[src/inc/tcc_params.svh]
// constants for the timer configuration and clocking block.
// assumes byte addressing on the register bus, one aligned word per register.
//
// Operation
// - start-on-trigger holds enabled counter until trigger rises
// - trigger edge restarts counter halted on overflow, only with start-on-trigger set
// - without start-on-trigger, enabling starts counting at once
// - triggers ignored while paused in debug or doze
// - global timebase enable selects external channel timebase
// - timebase enable clear selects internal counter timebase
// - debug code 00 pauses everything, 11 keeps running
// - doze pause enable pauses counter and triggers
// - reserved configuration bits read zero, ignore writes
// - register interface and requests live in bus domain
// - counter and prescaler run on the counter clock
// - all instances share one common counter clock
// - clock select resets to zero, counter disabled
// - clock select reads back only after counter acknowledges
// - external clock synchronised to counter clock edges
// - seven-bit prescaler gates every main counter step
// - main counter is sixteen bits wide
// - stop-on-overflow halts at modulo and sets flag
`ifndef TCC_PARAMS_SVH
`define TCC_PARAMS_SVH

// register byte offsets
`define TCC_OFS_CONFIG 5'h00
`define TCC_OFS_STATUS_CONTROL 5'h04
`define TCC_OFS_MODULO 5'h08
`define TCC_OFS_COUNT 5'h0C
`define TCC_OFS_STATE 5'h10

// timer_config fields
`define TCC_CFG_SOO_BIT 17
`define TCC_CFG_SOT_BIT 16
`define TCC_CFG_GTB_BIT 9
`define TCC_CFG_DBG_HI 7
`define TCC_CFG_DBG_LO 6
`define TCC_CFG_DOZE_BIT 5

// timer_status_control fields
`define TCC_SC_FLAG_BIT 7
`define TCC_SC_CS_HI 4
`define TCC_SC_CS_LO 3
`define TCC_SC_PS_HI 2
`define TCC_SC_PS_LO 0

// debug behaviour codes
`define TCC_DBG_PAUSE 2'h0

// sizes and reset values
`define TCC_CNT_W 16
`define TCC_PRE_W 7
`define TCC_MOD_RESET 16'hFFFF
`define TCC_CNT_RESET 16'h0000

`endif

[src/inc/tcc_pkg.sv]
// types shared by the timer configuration and clocking block.
// assumes tcc_params.svh is on the include path.
`include "tcc_params.svh"

package tcc_pkg;

	// counter clock select codes
	typedef enum logic [1:0] {
		TCC_CS_OFF,
		TCC_CS_CNTCLK,
		TCC_CS_EXTCLK,
		TCC_CS_RSVD
	} tcc_clk_sel_t;

	// counter sequencing states
	typedef enum logic [1:0] {
		TCC_ST_IDLE,
		TCC_ST_WAIT_TRIG,
		TCC_ST_RUN,
		TCC_ST_HALTED
	} tcc_state_t;

	// configuration as it travels to the counting logic
	typedef struct packed {
		logic start_on_trigger;
		logic stop_on_overflow;
		logic global_timebase_en;
		logic [1:0] debug_behaviour;
		logic doze_pause_en;
		tcc_clk_sel_t counter_clock_sel;
		logic [2:0] prescale_sel;
	} tcc_cfg_t;

	// raw pins after synchronisation
	typedef struct packed {
		logic cnt_clk;
		logic ext_clk;
		logic trigger;
		logic debug_mode;
		logic doze_mode;
	} tcc_pins_t;

endpackage

[src/core/tcc_timer.sv]
// timer configuration, clock selection, prescaler and main counter.
// assumes a single 250 MHz clock; the counter clock, external clock,
// trigger and low-power mode levels arrive asynchronously as pins.
//
// The address map and the Avalon-MM slave port were left to the implementer.
`timescale 1ns/1ps
`include "tcc_params.svh"

module tcc_timer
	import tcc_pkg::*;
(
	input wire logic clock,
	input wire logic nrst,
	input wire logic [4:0] avs_address,
	input wire logic avs_read,
	input wire logic avs_write,
	input wire logic [31:0] avs_writedata,
	input wire logic [3:0] avs_byteenable,
	output logic [31:0] avs_readdata,
	output logic avs_waitrequest,
	input wire logic counter_clock_pin,
	input wire logic ext_clock_pin,
	input wire logic trigger_pin,
	input wire logic debug_mode_pin,
	input wire logic doze_mode_pin,
	input wire logic [15:0] global_timebase_in,
	output logic [15:0] channel_timebase,
	output logic count_step,
	output logic overflow_flag,
	output logic overflow_pulse
);

	// byte-lane mask from the byte enables
	function automatic logic [31:0] lane_mask(input logic [3:0] be);
		lane_mask = {{8{be[3]}}, {8{be[2]}}, {8{be[1]}}, {8{be[0]}}};
	endfunction

	// merge write data into an old word under the byte enables
	function automatic logic [31:0] merge(input logic [31:0] old_v,
		input logic [31:0] new_v, input logic [3:0] be);
		merge = (old_v & ~lane_mask(be)) | (new_v & lane_mask(be));
	endfunction

	tcc_cfg_t cfg_q; // bus-side configuration registers
	logic [15:0] mod_q; // modulo_value
	logic ack_q; // one-cycle answer marker for the bus
	logic [31:0] rdata_q; // registered read data
	tcc_cfg_t cfg_s1_q; // config crossing, first stage
	tcc_cfg_t cfg_s2_q; // config crossing, the only stage counting reads
	tcc_pins_t pin_s1_q; // pin synchroniser, first stage
	tcc_pins_t pin_s2_q; // pin synchroniser, second stage
	logic cnt_clk_prev_q; // previous synced levels for edge detection
	logic ext_clk_prev_q;
	logic trig_prev_q;
	logic ext_pend_q; // external edge waiting for the next counter clock edge
	logic [`TCC_PRE_W-1:0] pre_q; // prescaler
	logic [`TCC_CNT_W-1:0] cnt_q; // main counter
	tcc_state_t state_q; // counting sequence state
	logic flag_q; // sticky overflow flag
	logic ovf_pulse_q; // one-cycle overflow pulse
	logic [15:0] tb_q; // channel timebase
	logic step_q; // registered count step

	// decoded bus strokes
	logic req;
	logic wr_go;
	logic rd_go;
	logic [31:0] cfg_word;
	logic [31:0] sc_word;
	logic [31:0] st_word;
	logic [31:0] wr_cfg;
	logic [31:0] wr_sc;
	logic [31:0] wr_mod;
	// counting-side events
	logic cnt_edge;
	logic ext_edge;
	logic tick;
	logic paused;
	logic trig_rise;
	logic [`TCC_PRE_W-1:0] ps_mask;
	logic pre_out;
	logic enabled;
	logic cnt_clear;
	logic at_mod;
	logic ovf_evt;
	logic flag_clr;

	// one wait cycle; writes land on the answering edge, reads capture early
	assign req = avs_read | avs_write;
	assign avs_waitrequest = req & ~ack_q;
	assign wr_go = avs_write & ack_q;
	assign rd_go = avs_read & ~ack_q;

	// answer marker toggles so back-to-back requests each wait once
	always_ff @(posedge clock or negedge nrst)
	begin
		if (!nrst)
			ack_q <= 1'b0;
		else
			ack_q <= req & ~ack_q;
	end

	// readable images; reserved bits stay zero
	always_comb
	begin
		cfg_word = 32'h0000_0000;
		cfg_word[`TCC_CFG_SOO_BIT] = cfg_q.stop_on_overflow;
		cfg_word[`TCC_CFG_SOT_BIT] = cfg_q.start_on_trigger;
		cfg_word[`TCC_CFG_GTB_BIT] = cfg_q.global_timebase_en;
		cfg_word[`TCC_CFG_DBG_HI:`TCC_CFG_DBG_LO] = cfg_q.debug_behaviour;
		cfg_word[`TCC_CFG_DOZE_BIT] = cfg_q.doze_pause_en;
		sc_word = 32'h0000_0000;
		sc_word[`TCC_SC_FLAG_BIT] = flag_q;
		// the counting side's copy, so a disable reads zero only once seen
		sc_word[`TCC_SC_CS_HI:`TCC_SC_CS_LO] = cfg_s2_q.counter_clock_sel;
		sc_word[`TCC_SC_PS_HI:`TCC_SC_PS_LO] = cfg_q.prescale_sel;
		st_word = 32'h0000_0000;
		st_word[0] = (state_q == TCC_ST_WAIT_TRIG);
		st_word[1] = (state_q == TCC_ST_HALTED);
		st_word[2] = (state_q == TCC_ST_RUN);
		st_word[3] = paused;
	end

	// write images with byte enables applied
	assign wr_cfg = merge(cfg_word, avs_writedata, avs_byteenable);
	assign wr_sc = merge(sc_word, avs_writedata, avs_byteenable);
	assign wr_mod = merge({16'h0000, mod_q}, avs_writedata, avs_byteenable);

	// read data captured in the waiting cycle, unmapped reads give zero
	always_ff @(posedge clock or negedge nrst)
	begin
		if (!nrst)
			rdata_q <= 32'h0000_0000;
		else if (rd_go)
		begin
			unique case (avs_address)
				`TCC_OFS_CONFIG: rdata_q <= cfg_word;
				`TCC_OFS_STATUS_CONTROL: rdata_q <= sc_word;
				`TCC_OFS_MODULO: rdata_q <= {16'h0000, mod_q};
				`TCC_OFS_COUNT: rdata_q <= {16'h0000, cnt_q};
				`TCC_OFS_STATE: rdata_q <= st_word;
				default: rdata_q <= 32'h0000_0000;
			endcase
		end
	end

	assign avs_readdata = rdata_q;

	// configuration register writes; software is expected to change
	// start-on-trigger only while disabled, nothing here enforces it
	always_ff @(posedge clock or negedge nrst)
	begin
		if (!nrst)
		begin
			cfg_q <= '0;
		end
		else if (wr_go && avs_address == `TCC_OFS_CONFIG)
		begin
			cfg_q.stop_on_overflow <= wr_cfg[`TCC_CFG_SOO_BIT];
			cfg_q.start_on_trigger <= wr_cfg[`TCC_CFG_SOT_BIT];
			cfg_q.global_timebase_en <= wr_cfg[`TCC_CFG_GTB_BIT];
			cfg_q.debug_behaviour <= wr_cfg[`TCC_CFG_DBG_HI:`TCC_CFG_DBG_LO];
			cfg_q.doze_pause_en <= wr_cfg[`TCC_CFG_DOZE_BIT];
		end
		else if (wr_go && avs_address == `TCC_OFS_STATUS_CONTROL)
		begin
			// writable at any time; zero stops counting, clears the prescaler and returns the sequence to idle
			cfg_q.counter_clock_sel <= tcc_clk_sel_t'(wr_sc[`TCC_SC_CS_HI:`TCC_SC_CS_LO]);
			cfg_q.prescale_sel <= wr_sc[`TCC_SC_PS_HI:`TCC_SC_PS_LO];
		end
	end

	// modulo value register
	always_ff @(posedge clock or negedge nrst)
	begin
		if (!nrst)
			mod_q <= `TCC_MOD_RESET;
		else if (wr_go && avs_address == `TCC_OFS_MODULO)
			mod_q <= wr_mod[15:0];
	end

	// configuration crosses two stages before counting sees it
	always_ff @(posedge clock or negedge nrst)
	begin
		if (!nrst)
		begin
			cfg_s1_q <= '0;
			cfg_s2_q <= '0;
		end
		else
		begin
			cfg_s1_q <= cfg_q;
			cfg_s2_q <= cfg_s1_q;
		end
	end

	// two-flop synchronisers on every asynchronous pin; only the second
	// stage is read, and its previous level feeds the edge detectors
	always_ff @(posedge clock or negedge nrst)
	begin
		if (!nrst)
		begin
			pin_s1_q <= '0;
			pin_s2_q <= '0;
			cnt_clk_prev_q <= 1'b0;
			ext_clk_prev_q <= 1'b0;
			trig_prev_q <= 1'b0;
		end
		else
		begin
			pin_s1_q <= {counter_clock_pin, ext_clock_pin, trigger_pin,
				debug_mode_pin, doze_mode_pin};
			pin_s2_q <= pin_s1_q;
			cnt_clk_prev_q <= pin_s2_q.cnt_clk;
			ext_clk_prev_q <= pin_s2_q.ext_clk;
			trig_prev_q <= pin_s2_q.trigger;
		end
	end

	// the shared counter clock paces everything; one pin for all
	// instances keeps external timebases aligned
	assign cnt_edge = pin_s2_q.cnt_clk & ~cnt_clk_prev_q;
	assign ext_edge = pin_s2_q.ext_clk & ~ext_clk_prev_q;

	// an external edge is held until the next counter clock edge, so
	// external ticks land on counter clock edges; it must run below
	// half the counter clock or edges merge
	always_ff @(posedge clock or negedge nrst)
	begin
		if (!nrst)
			ext_pend_q <= 1'b0;
		else if (ext_edge)
			ext_pend_q <= 1'b1;
		else if (cnt_edge)
			ext_pend_q <= 1'b0;
	end

	// selected clock source; reserved select code counts nothing
	always_comb
	begin
		unique case (cfg_s2_q.counter_clock_sel)
			TCC_CS_CNTCLK: tick = cnt_edge;
			TCC_CS_EXTCLK: tick = cnt_edge & ext_pend_q;
			TCC_CS_OFF: tick = 1'b0;
			TCC_CS_RSVD: tick = 1'b0;
		endcase
	end

	// pause in debug when behaviour code is 00, in doze when enabled
	assign paused = (pin_s2_q.debug_mode &&
		cfg_s2_q.debug_behaviour == `TCC_DBG_PAUSE) ||
		(pin_s2_q.doze_mode && cfg_s2_q.doze_pause_en);

	// triggers are blind while paused
	assign trig_rise = pin_s2_q.trigger & ~trig_prev_q & ~paused;

	assign enabled = cfg_s2_q.counter_clock_sel inside {TCC_CS_CNTCLK, TCC_CS_EXTCLK};

	// divide by two to the select value: 1 up to 128
	assign ps_mask = `TCC_PRE_W'((8'h01 << cfg_s2_q.prescale_sel) - 8'h01);
	assign pre_out = tick && ((pre_q & ps_mask) == ps_mask) && !paused;

	// seven-bit prescaler, cleared when disabled, else frozen while paused or not running
	always_ff @(posedge clock or negedge nrst)
	begin
		if (!nrst)
			pre_q <= '0;
		else if (!enabled)
			pre_q <= '0;
		else if (tick && !paused && state_q == TCC_ST_RUN)
			pre_q <= pre_q + `TCC_PRE_W'(1);
	end

	// sequencing of enable, trigger start and overflow halt
	always_ff @(posedge clock or negedge nrst)
	begin
		if (!nrst)
			state_q <= TCC_ST_IDLE;
		else if (!enabled)
			state_q <= TCC_ST_IDLE;
		else
		begin
			unique case (state_q)
				TCC_ST_IDLE:
					if (cfg_s2_q.start_on_trigger)
						state_q <= TCC_ST_WAIT_TRIG;
					else
						state_q <= TCC_ST_RUN;
				TCC_ST_WAIT_TRIG:
					if (trig_rise)
						state_q <= TCC_ST_RUN;
				TCC_ST_RUN:
					if (ovf_evt && cfg_s2_q.stop_on_overflow)
						state_q <= TCC_ST_HALTED;
				// only a trigger with start-on-trigger, or re-enable, wakes it
				TCC_ST_HALTED:
					if (trig_rise && cfg_s2_q.start_on_trigger)
						state_q <= TCC_ST_RUN;
			endcase
		end
	end

	// a count step happens only on prescaler output while running
	assign at_mod = (cnt_q == mod_q);
	assign ovf_evt = pre_out && state_q == TCC_ST_RUN && at_mod;
	assign cnt_clear = wr_go && avs_address == `TCC_OFS_COUNT;

	// sixteen-bit main counter; disabling leaves the value alone
	always_ff @(posedge clock or negedge nrst)
	begin
		if (!nrst)
			cnt_q <= `TCC_CNT_RESET;
		else if (cnt_clear)
			cnt_q <= `TCC_CNT_RESET; // any write clears, does not halt
		else if (pre_out && state_q == TCC_ST_RUN)
		begin
			if (at_mod)
				cnt_q <= `TCC_CNT_RESET;
			else
				cnt_q <= cnt_q + `TCC_CNT_W'(1);
		end
	end

	// overflow flag: write one to clear, a new overflow wins
	assign flag_clr = wr_go && avs_address == `TCC_OFS_STATUS_CONTROL &&
		avs_byteenable[0] && avs_writedata[`TCC_SC_FLAG_BIT];

	always_ff @(posedge clock or negedge nrst)
	begin
		if (!nrst)
			flag_q <= 1'b0;
		else if (ovf_evt)
			flag_q <= 1'b1;
		else if (flag_clr)
			flag_q <= 1'b0;
	end

	// overflow pulse, the request source for interrupt or dma logic, and
	// the count enable for the channel logic, both already in bus timing
	always_ff @(posedge clock or negedge nrst)
	begin
		if (!nrst)
		begin
			ovf_pulse_q <= 1'b0;
			step_q <= 1'b0;
		end
		else
		begin
			ovf_pulse_q <= ovf_evt;
			step_q <= pre_out && state_q == TCC_ST_RUN;
		end
	end

	// channel timebase: external when global mode is on
	always_ff @(posedge clock or negedge nrst)
	begin
		if (!nrst)
			tb_q <= 16'h0000;
		else if (cfg_s2_q.global_timebase_en)
			tb_q <= global_timebase_in;
		else
			tb_q <= cnt_q;
	end

	assign channel_timebase = tb_q;
	assign count_step = step_q;
	assign overflow_flag = flag_q;
	assign overflow_pulse = ovf_pulse_q;

endmodule

[config.mk]
export PLATFORM = sky130hd
export DESIGN_NAME = tcc_timer
export DESIGN_NICKNAME = d
export VERILOG_FILES = /design/src/inc/tcc_pkg.sv /design/src/core/tcc_timer.sv
export VERILOG_INCLUDE_DIRS = /design/src /design/src/inc
export SDC_FILE = /design/constraint.sdc
export NUM_CORES = 1
export LEC_CHECK = 0
export ABC_AREA = 1
export BUFFER_PORTS_ARGS = -buffer_cell sky130_fd_sc_hd__buf_2
export CAP_MARGIN = 0
export CELL_PAD_IN_SITES_DETAIL_PLACEMENT = 0
export CELL_PAD_IN_SITES_GLOBAL_PLACEMENT = 1
export CORE_UTILIZATION = 41
export CTS_BUF_LIST = sky130_fd_sc_hd__clkbuf_8 sky130_fd_sc_hd__clkbuf_16
export CTS_CLUSTER_DIAMETER = 50
export DETAILED_ROUTE_END_ITERATION = 10
export PLACE_DENSITY = 0.82
export SLEW_MARGIN = 20
export SYNTH_ARGS = -nofsm -noshare
export SYNTH_HDL_FRONTEND = slang
export SYNTH_SLANG_ARGS = --single-unit
[constraint.sdc]
create_clock -name clock -period 2.1 [get_ports clock]
set_input_delay 0.21 -clock clock [delete_from_list [all_inputs] [get_ports clock]]
set_output_delay 0.21 -clock clock [all_outputs]
set_load 0.02 [all_outputs]
==> impl_summary.md, run 1 <==
Floorplanning
The die width is 120 um. The floorplan step set the die height to 120 um. After floorplanning, the core was divided into 42 placement rows. The effective utilization at floorplan is 0.426. The area of the placeable core is 13500 um2.

The die footprint is 14500 um2. The total I/O pin count is 118.

Global routing
For this run the aggregate overflow at the end of global routing stands at 0. Entering global routing, the biggest net connects 43 pins. The first global-routing pass estimated 22300 um of wire. The global routing stage identified its most utilized layer as met2. For this run, global-route usage on met2 was measured as 0.307. In the global route stage, met3 resource usage came out at 0.0476. For this run, the total global-route usage over all layers was measured as 0.202. The met1 layer usage reported by global route is 0.278. The number of global-route vias before repair is 4487.

The number of antenna violations at the first check in global routing was 0.

Timing
At the pin with the least slew margin, the transition time is 668 ps. Setup repair after global routing left no endpoint under its margin. Across the routed clock network, the largest skew measured is 10.2 ps. The number of endpoints failing setup at the final stage is 0. Measured against its own limit, the worst slew margin works out to 0.554.

After routing, the total negative slack on setup checks comes to 0 ps. The final-report max-slew violation count is 0. The maximum clock frequency is 0.571 GHz.

The number of failing hold endpoints at the final stage is 0. Dividing the final minimum period by the clock period gives 0.835. The worst path in the final design needs a cycle of 1750 ps, including I/O delays and setup.

Run
Across the run, the number of max-cap violations was 0.

Finish
The repair_antennas step left the layout with diodes totalling 0. For this run, the post-layout net count is 834. The finished layout holds 952 standard cells, fillers aside. The leading cell type in the layout, fill and taps excluded is sky130_fd_sc_hd__nand2_1. Leaving out fill and tap cells, the most frequent cells in the layout are sky130_fd_sc_hd__nand2_1 (211), sky130_fd_sc_hd__dfrtp_1 (110), sky130_fd_sc_hd__buf_2 (87). The fraction of final layout cells with drive strength greater than 1 is 0.214. The area growth from synthesis to final layout is 21.7%.

Yosys
Among all flip-flop cells after synthesis, the most frequent one is sky130_fd_sc_hd__dfrtp_1. For this run, the register share of the synthesized area comes to 0.553. Of the total synthesized cell area, the portion taken by full adders, half adders and majority gates is 0.00873.

The area share of the leading cell type in the synthesized netlist is 0.480. After synthesis, the largest family of logic cells by area is simple AND/OR/NAND/NOR gates. The mux cell area share after synthesis is 0.00982.

Of the total synthesized cell area, the portion taken by AND, OR, NAND and NOR gates is 0.235. The share of synthesized registers carrying an async set or reset is 1.00. After synthesis the netlist holds a flip-flop and latch count of 126. The mean post-synth cell area is 8.76 um2. The post-synthesis compound-gate area fraction was 0.0772. The cell count after synthesis is 655. The number of flops mapped to enable cells by yosys is 0. Of the total synthesized cell area, the portion taken by XOR and XNOR cells is 0.0366. Ranked by total cell area, the synthesized netlist is headed by sky130_fd_sc_hd__dfrtp_1 (48%), sky130_fd_sc_hd__nand2_1 (14%), sky130_fd_sc_hd__dfstp_2 (7.3%). The library cell with the largest summed area after synthesis is sky130_fd_sc_hd__dfrtp_1. The cell area after synthesis is 5740 um2. The netlist uses 39 different library cells. For this run, the number of Yosys warnings is 0.

Setup path
The cell count of the worst reg-to-reg path is 11. Data arrives at the worst endpoint at 2060 ps. The worst setup path is captured at a register. The capturing point of the worst reg2reg path is cnt_q[5]. Of all nets on the critical path, the largest fanout is 16. The required arrival time at the worst endpoint is 2400 ps. The reg-to-reg startpoint is cfg_s2_q[4]. STA classifies the critical path startpoint as a register. The internal reg-to-reg setup slack is 350 ps.

The critical path is of the reg2reg type.

Hold path
The worst hold path belongs to the class in2reg. The worst hold path terminates at channel_timebase[10]. In this run the most critical hold path is launched from global_timebase_in[10]. The number of cells on the worst hold path is 3.

Detailed routing
The starting DRC count in detailed routing is 230. The number of remaining DRC errors is 0. The average wire per standard cell is 14.1 um. The via count is 4574. After detailed routing, the total wire length is 13400 um. Dividing the detail-routed via count by the number of cells gives 4.80. The number of optimization iterations in the first detailed-route pass is 5. The detail route stage leaves a number of antenna-violating nets equal to 0.

Clocking
The CTS H-tree depth is 4. The clock passes through at most 2 buffers. The clock latency on the worst-skew pair is 420 ps. TritonCTS built the clock tree.

Counting the buffers created by CTS gives 17. For this design, the sink count on the clock tree is 126. The cell at the root of the clock tree is sky130_fd_sc_hd__clkbuf_16.

The clock-pin slew on the worst setup and hold paths is 60 ps.

Placed design
The global placer's final weighted congestion is 0.824. Buffers placed on the I/O ports in this run total 88. The final HPWL from detailed placement is 10000 um.

The placed cell count is 912.

Pwr
VDD sags by at most 0.509 mV. In this run the power density over the cells is 876 nW/um2. The leakage power is 3.57 nW. The total power is 6.12 mW.

Outcome
The flow ran to the end, and the final reports show no timing, DRC or antenna violations.
[worst max-delay path by stage]
stage / to / start / slack, ps
after floorplan: cnt_q[13] / cfg_s2_q[3] / 570
after global placement: cnt_q[12] / cfg_s2_q[4] / 380
after detailed placement: cnt_q[15] / cfg_s2_q[4] / 340
after CTS: cnt_q[13] / cfg_s2_q[3] / 330
after global routing: cnt_q[12] / cfg_s2_q[4] / 200
final: cnt_q[5] / cfg_s2_q[4] / 350
[cells in the mapped netlist (6+ instances only)]
cell type and count:
sky130_fd_sc_hd__buf_4 16, sky130_fd_sc_hd__nand4_1 8, sky130_fd_sc_hd__clkbuf_1 9, sky130_fd_sc_hd__xor2_1 14
sky130_fd_sc_hd__buf_2 8, sky130_fd_sc_hd__o21ai_0 39, sky130_fd_sc_hd__dfrtp_1 110, sky130_fd_sc_hd__xnor2_1 10
sky130_fd_sc_hd__nor2_1 53, sky130_fd_sc_hd__inv_1 55, sky130_fd_sc_hd__o22ai_1 7, sky130_fd_sc_hd__nand2_1 211
sky130_fd_sc_hd__a21oi_1 18, sky130_fd_sc_hd__dfstp_2 16, sky130_fd_sc_hd__inv_2 6, sky130_fd_sc_hd__nand3_1 31
[where the power goes]
part	internal [mW]	leakage (nW)	switching, mW
Clock	1.61	0.277	1.01
Sequential	2.63	1.64	0.145
Combinational	0.254	1.65	0.467
[kinds of logic (layout without fill, tap and decap cells)]
family | count (synthesis) | in the layout
adder cells (fa/ha/maj) | 4 | 4
AND/OR/NAND/NOR | 319 | 319
buffers and inverters | 96 | 204
flip-flops | 126 | 126
multiplexers | 5 | 5
other | 1 | 14
AO/OA/AOI/OAI | 80 | 80
XOR/XNOR | 24 | 24
[metal layers]
metal,up-vias,wire (um)
met1,2181,6360
met2,110,6320
li1,2267,-
met5,-,0
met4,0,235
met3,16,527
[repair_timing]
action | CTS | global route
hold buffers | 8 | 1
gates resized for setup | 0 | 0
hold endpoints to repair | 35 | 1
setup buffers | 0 | 0
[through the flow]
stage	utilization	worst slack [ps]	hold slack [ps]	cell area (um2)
floorplan	-	566	-85.6	5780
global placement	0.473	379	209	6360
detailed placement	0.473	340	217	6360
CTS	0.518	326	0.174	6970
global route	0.519	198	7.64	6980
finish	0.519	347	4.97	6980
[critical path, stage by stage, from the launching register on]
cell and delay, ps:
sky130_fd_sc_hd__dfrtp_1 380, sky130_fd_sc_hd__inv_1 100, sky130_fd_sc_hd__ha_1 150, sky130_fd_sc_hd__inv_1 40, sky130_fd_sc_hd__nand2_1 90, sky130_fd_sc_hd__nand3_4 100
sky130_fd_sc_hd__nor2_8 140, sky130_fd_sc_hd__nand2_4 60, sky130_fd_sc_hd__nor2_4 260, sky130_fd_sc_hd__nor2_4 150, sky130_fd_sc_hd__nand2_1 110, sky130_fd_sc_hd__nand2_1 50
[final cells by class]
type                    instances  area, um2
clock buffers                  18        439
clock inverters                13       88.8
fillers                      1284       6470
inverters                      61        229
multi-input cells             446       2160
flip-flops and latches        126       3170
well taps                     176        220
repair buffers                112        671
No activity file was read; power rests on OpenSTA's default activity.
==> inputs of run 2 (changes only) <==
==> constraint.sdc (replaced) <==
create_clock -name clock -period 1.84 [get_ports clock]
set_input_delay 0.184 -clock clock [delete_from_list [all_inputs] [get_ports clock]]
set_output_delay 0.184 -clock clock [all_outputs]
set_load 0.02 [all_outputs]
==> run 2 against run 1 <==
  * First-iteration DRC count is 5.7% lower
  * Global-route usage increased by 0.61 points
  * Via count up 3.0%
  * Routed wire length up 3.2%
  * Largest cell class unchanged
  * Sequential power is 14% higher
  * Cell area up 4.9%
  * Final cell count rose by 3.2%
  * Critical endpoint is now state_q[0]
  * Critical path depth is the same
  * Sequential cell count is the same
==> impl_summary.md, run 2 (synthesis results as in run 1) <==
Outcome
The run finished with clean final reports.

Global routing
The number of global-route vias before repair came to 4699. The overall global routing resource usage is 0.208. The total overflow left after global routing is 0. The number of antenna violations at the first check in global routing is 0.

The first global-routing pass estimated 23000 um of wire. Entering global routing, the biggest net connects 42 pins.

Setup path
The worst endpoint data arrival time is 2040 ps. The critical path is of the reg2reg type. STA puts the critical path data required time at 2180 ps. The cell that appears most often on the critical path is sky130_fd_sc_hd__inv_1.

The largest single stage delay on the critical path is 370 ps. The kind of start point of the critical path is a register. The slowest cell on the critical path is sky130_fd_sc_hd__dfrtp_1. Of all nets on the critical path, the largest fanout is 5.

The kind of end point of the critical path is a register. Traced cell by cell, the critical path runs through inv_1, ha_1, inv_1, nand2_1, nand3_4, nor2_8, nand2_4, nor2_4, buf_4, nand3_1, a21oi_1.

Finish
Fill cells in the final layout number 1258. The area of all placed cells without fillers is 7320 um2. The fraction of final layout cells with drive strength greater than 1 is 0.227.

The area growth from synthesis to final layout is 27.7%. The total inserted antenna cells is 0. In the final design database the tool counted 865 nets. Leaving out fill and tap cells, the most frequent cell in the layout is sky130_fd_sc_hd__nand2_1. The top cell types in the final layout, fill and taps aside, are sky130_fd_sc_hd__nand2_1 (211), sky130_fd_sc_hd__dfrtp_1 (110), sky130_fd_sc_hd__buf_2 (87).

Detailed routing
The routed design has 13900 um of wire. The first detailed-routing pass took 5 iterations. The number of antenna-violating nets in the routed design is 0. After detailed routing, the number of vias per cell comes to 4.80. The final route contains 4713 vias. In the routed design, unresolved DRC markers number 0. The average wire per standard cell is 14.1 um. The starting DRC count in detailed routing is 217.

Pwr
Of the total power, the share spent switching nets is 0.255. Of the total power, combinational logic draws 0.117. For this design the ratio of total power to cell area is 1000 nW/um2. The clock network fraction of total power is 0.452. The internal cell power is 5.48 mW. The leakage power is 3.74 nW. The share of total power dissipated in sequential elements is 0.431. For this design the total switching power over the nets is 1.87 mW. VDD sags by at most 0.558 mV.

Placed design
The final HPWL from detailed placement is 10100 um. Port buffering added 88 buffers. The standard cell area after detailed placement is 6450 um2.

The global placer's final weighted congestion is 0.826.

Floorplanning
The initial utilization of the core area, before any placement, comes to 0.426. Measured along the x axis, the die boundary spans 120 um. The die footprint is 14500 um2. The die outline height is 120 um. In this run the core area contains 42 standard-cell rows. In this run the standard cell core region covers 13500 um2. The total I/O pin count is 118.

Run
The tool flagged a number of max-cap violations equal to 0.

Timing
The measured slew at the worst slew-check pin is 671 ps. The final-report max-slew violation count is 0. The aggregate negative setup slack is 0 ps. The worst relative slew slack is 0.552. The maximum clock skew at final layout is 6.26 ps. Setup repair after global routing left no endpoint under its margin.

Of the available clock period, the critical path in the final layout requires 0.924. Based on the critical path, the design can be clocked at up to 0.588 GHz. The number of failing hold endpoints at the final stage came to 0. The clock period minus final worst setup slack is 1700 ps.

The number of endpoints failing setup at the final stage is 0.

Clocking
The clock-pin slew on the worst setup and hold paths is 60 ps. At the later pin of the worst-skew pair, clock insertion delay measures 420 ps. The clock passes through at most 2 buffers. The CTS H-tree depth is 4. The count of clock tree sinks is 126.

The tree is rooted in a sky130_fd_sc_hd__clkbuf_16. Buffers inserted during clock tree synthesis total 17. The CTS tree is built.

Hold path
The worst hold-check path type is in2reg.
==> run 2: cell count changes in the layout (fill, tap and decap cells not counted), sizes merged <==
cell and change:
dlygate4sd3 +16, buf +14, clkinv -2, clkbuf +1
bufinv +2, nor2 +1, inv -1, clkinvlp -1
==> run 2: timing repair <==
item | in CTS | in global routing
hold buffers | 25 | 0
buffers inserted | 0 | 4
resized for setup | 0 | 3
hold endpoints to repair | 62 | 0
endpoints found under the setup margin | 0 | 17
==> run 2: final timing paths <==
path	start	endpoint	slack [ps]	cells after the start
max reg2reg	cfg_s2_q[4]	state_q[0]	140	11
max	cfg_s2_q[4]	state_q[0]	140	11
min reg2reg	cfg_s1_q[0]	cfg_s2_q[0]	340	0
min	global_timebase_in[9]	channel_timebase[9]	7	3
max in group asynchronous	nrst	asynchronous set/reset pin	870	3
min in group asynchronous	nrst	pin_s2_q[3]	300	2
==> run 2: worst max-delay path, delay by kind of cell (launching register included) <==
family | cells | cell delay, ps
flip-flops | 1 | 370
adder cells (fa/ha/maj) | 1 | 150
AO/OA/AOI/OAI | 1 | 140
buffers and inverters | 3 | 290
AND/OR/NAND/NOR | 6 | 660
==> run 2: per-layer routing <==
layer / global-route usage / part of all wire
met1: 0.280 / 0.47
met2: 0.328 / 0.47
met3: 0.0491 / 0.046
met5: 0 / 0
met4: 0.0741 / 0.014
==> run 2: layout make-up <==
type / instances / area (um2) / area share
Sequential cell: 126 / 3170 / 0.433
Multi-Input combinational cell: 447 / 2170 / 0.296
Timing Repair Buffer: 142 / 948 / 0.130
Clock buffer: 19 / 453 / 0.0619
Inverter: 61 / 229 / 0.0313
Tap cell: 176 / 220 / 0.0301
Clock inverter: 11 / 128 / 0.0174
==> run 2: power groups by stage <==
| stage | combinational, mW | sequential [mW] | clock, mW |
|---|---|---|---|
| floorplan | 0.535 | 3.20 | 0 |
| global placement | 0.795 | 3.20 | 0 |
| detailed placement | 0.817 | 3.21 | 0 |
| CTS | 0.861 | 3.17 | 3.35 |
| global route | 0.972 | 3.20 | 3.51 |
| finish | 0.860 | 3.17 | 3.32 |
==> run 2: through the flow <==
step	setup WS (ps)	std cells	hold WS [ps]	util	total power, mW
floorplan	306	668	-112	-	3.74
global placement	112	922	194	0.480	4.00
detailed placement	59.1	922	200	0.480	4.03
CTS	48.7	977	4.43	0.541	7.38
global route	12.6	982	8.69	0.544	7.67
finish	140	982	7.42	0.544	7.35
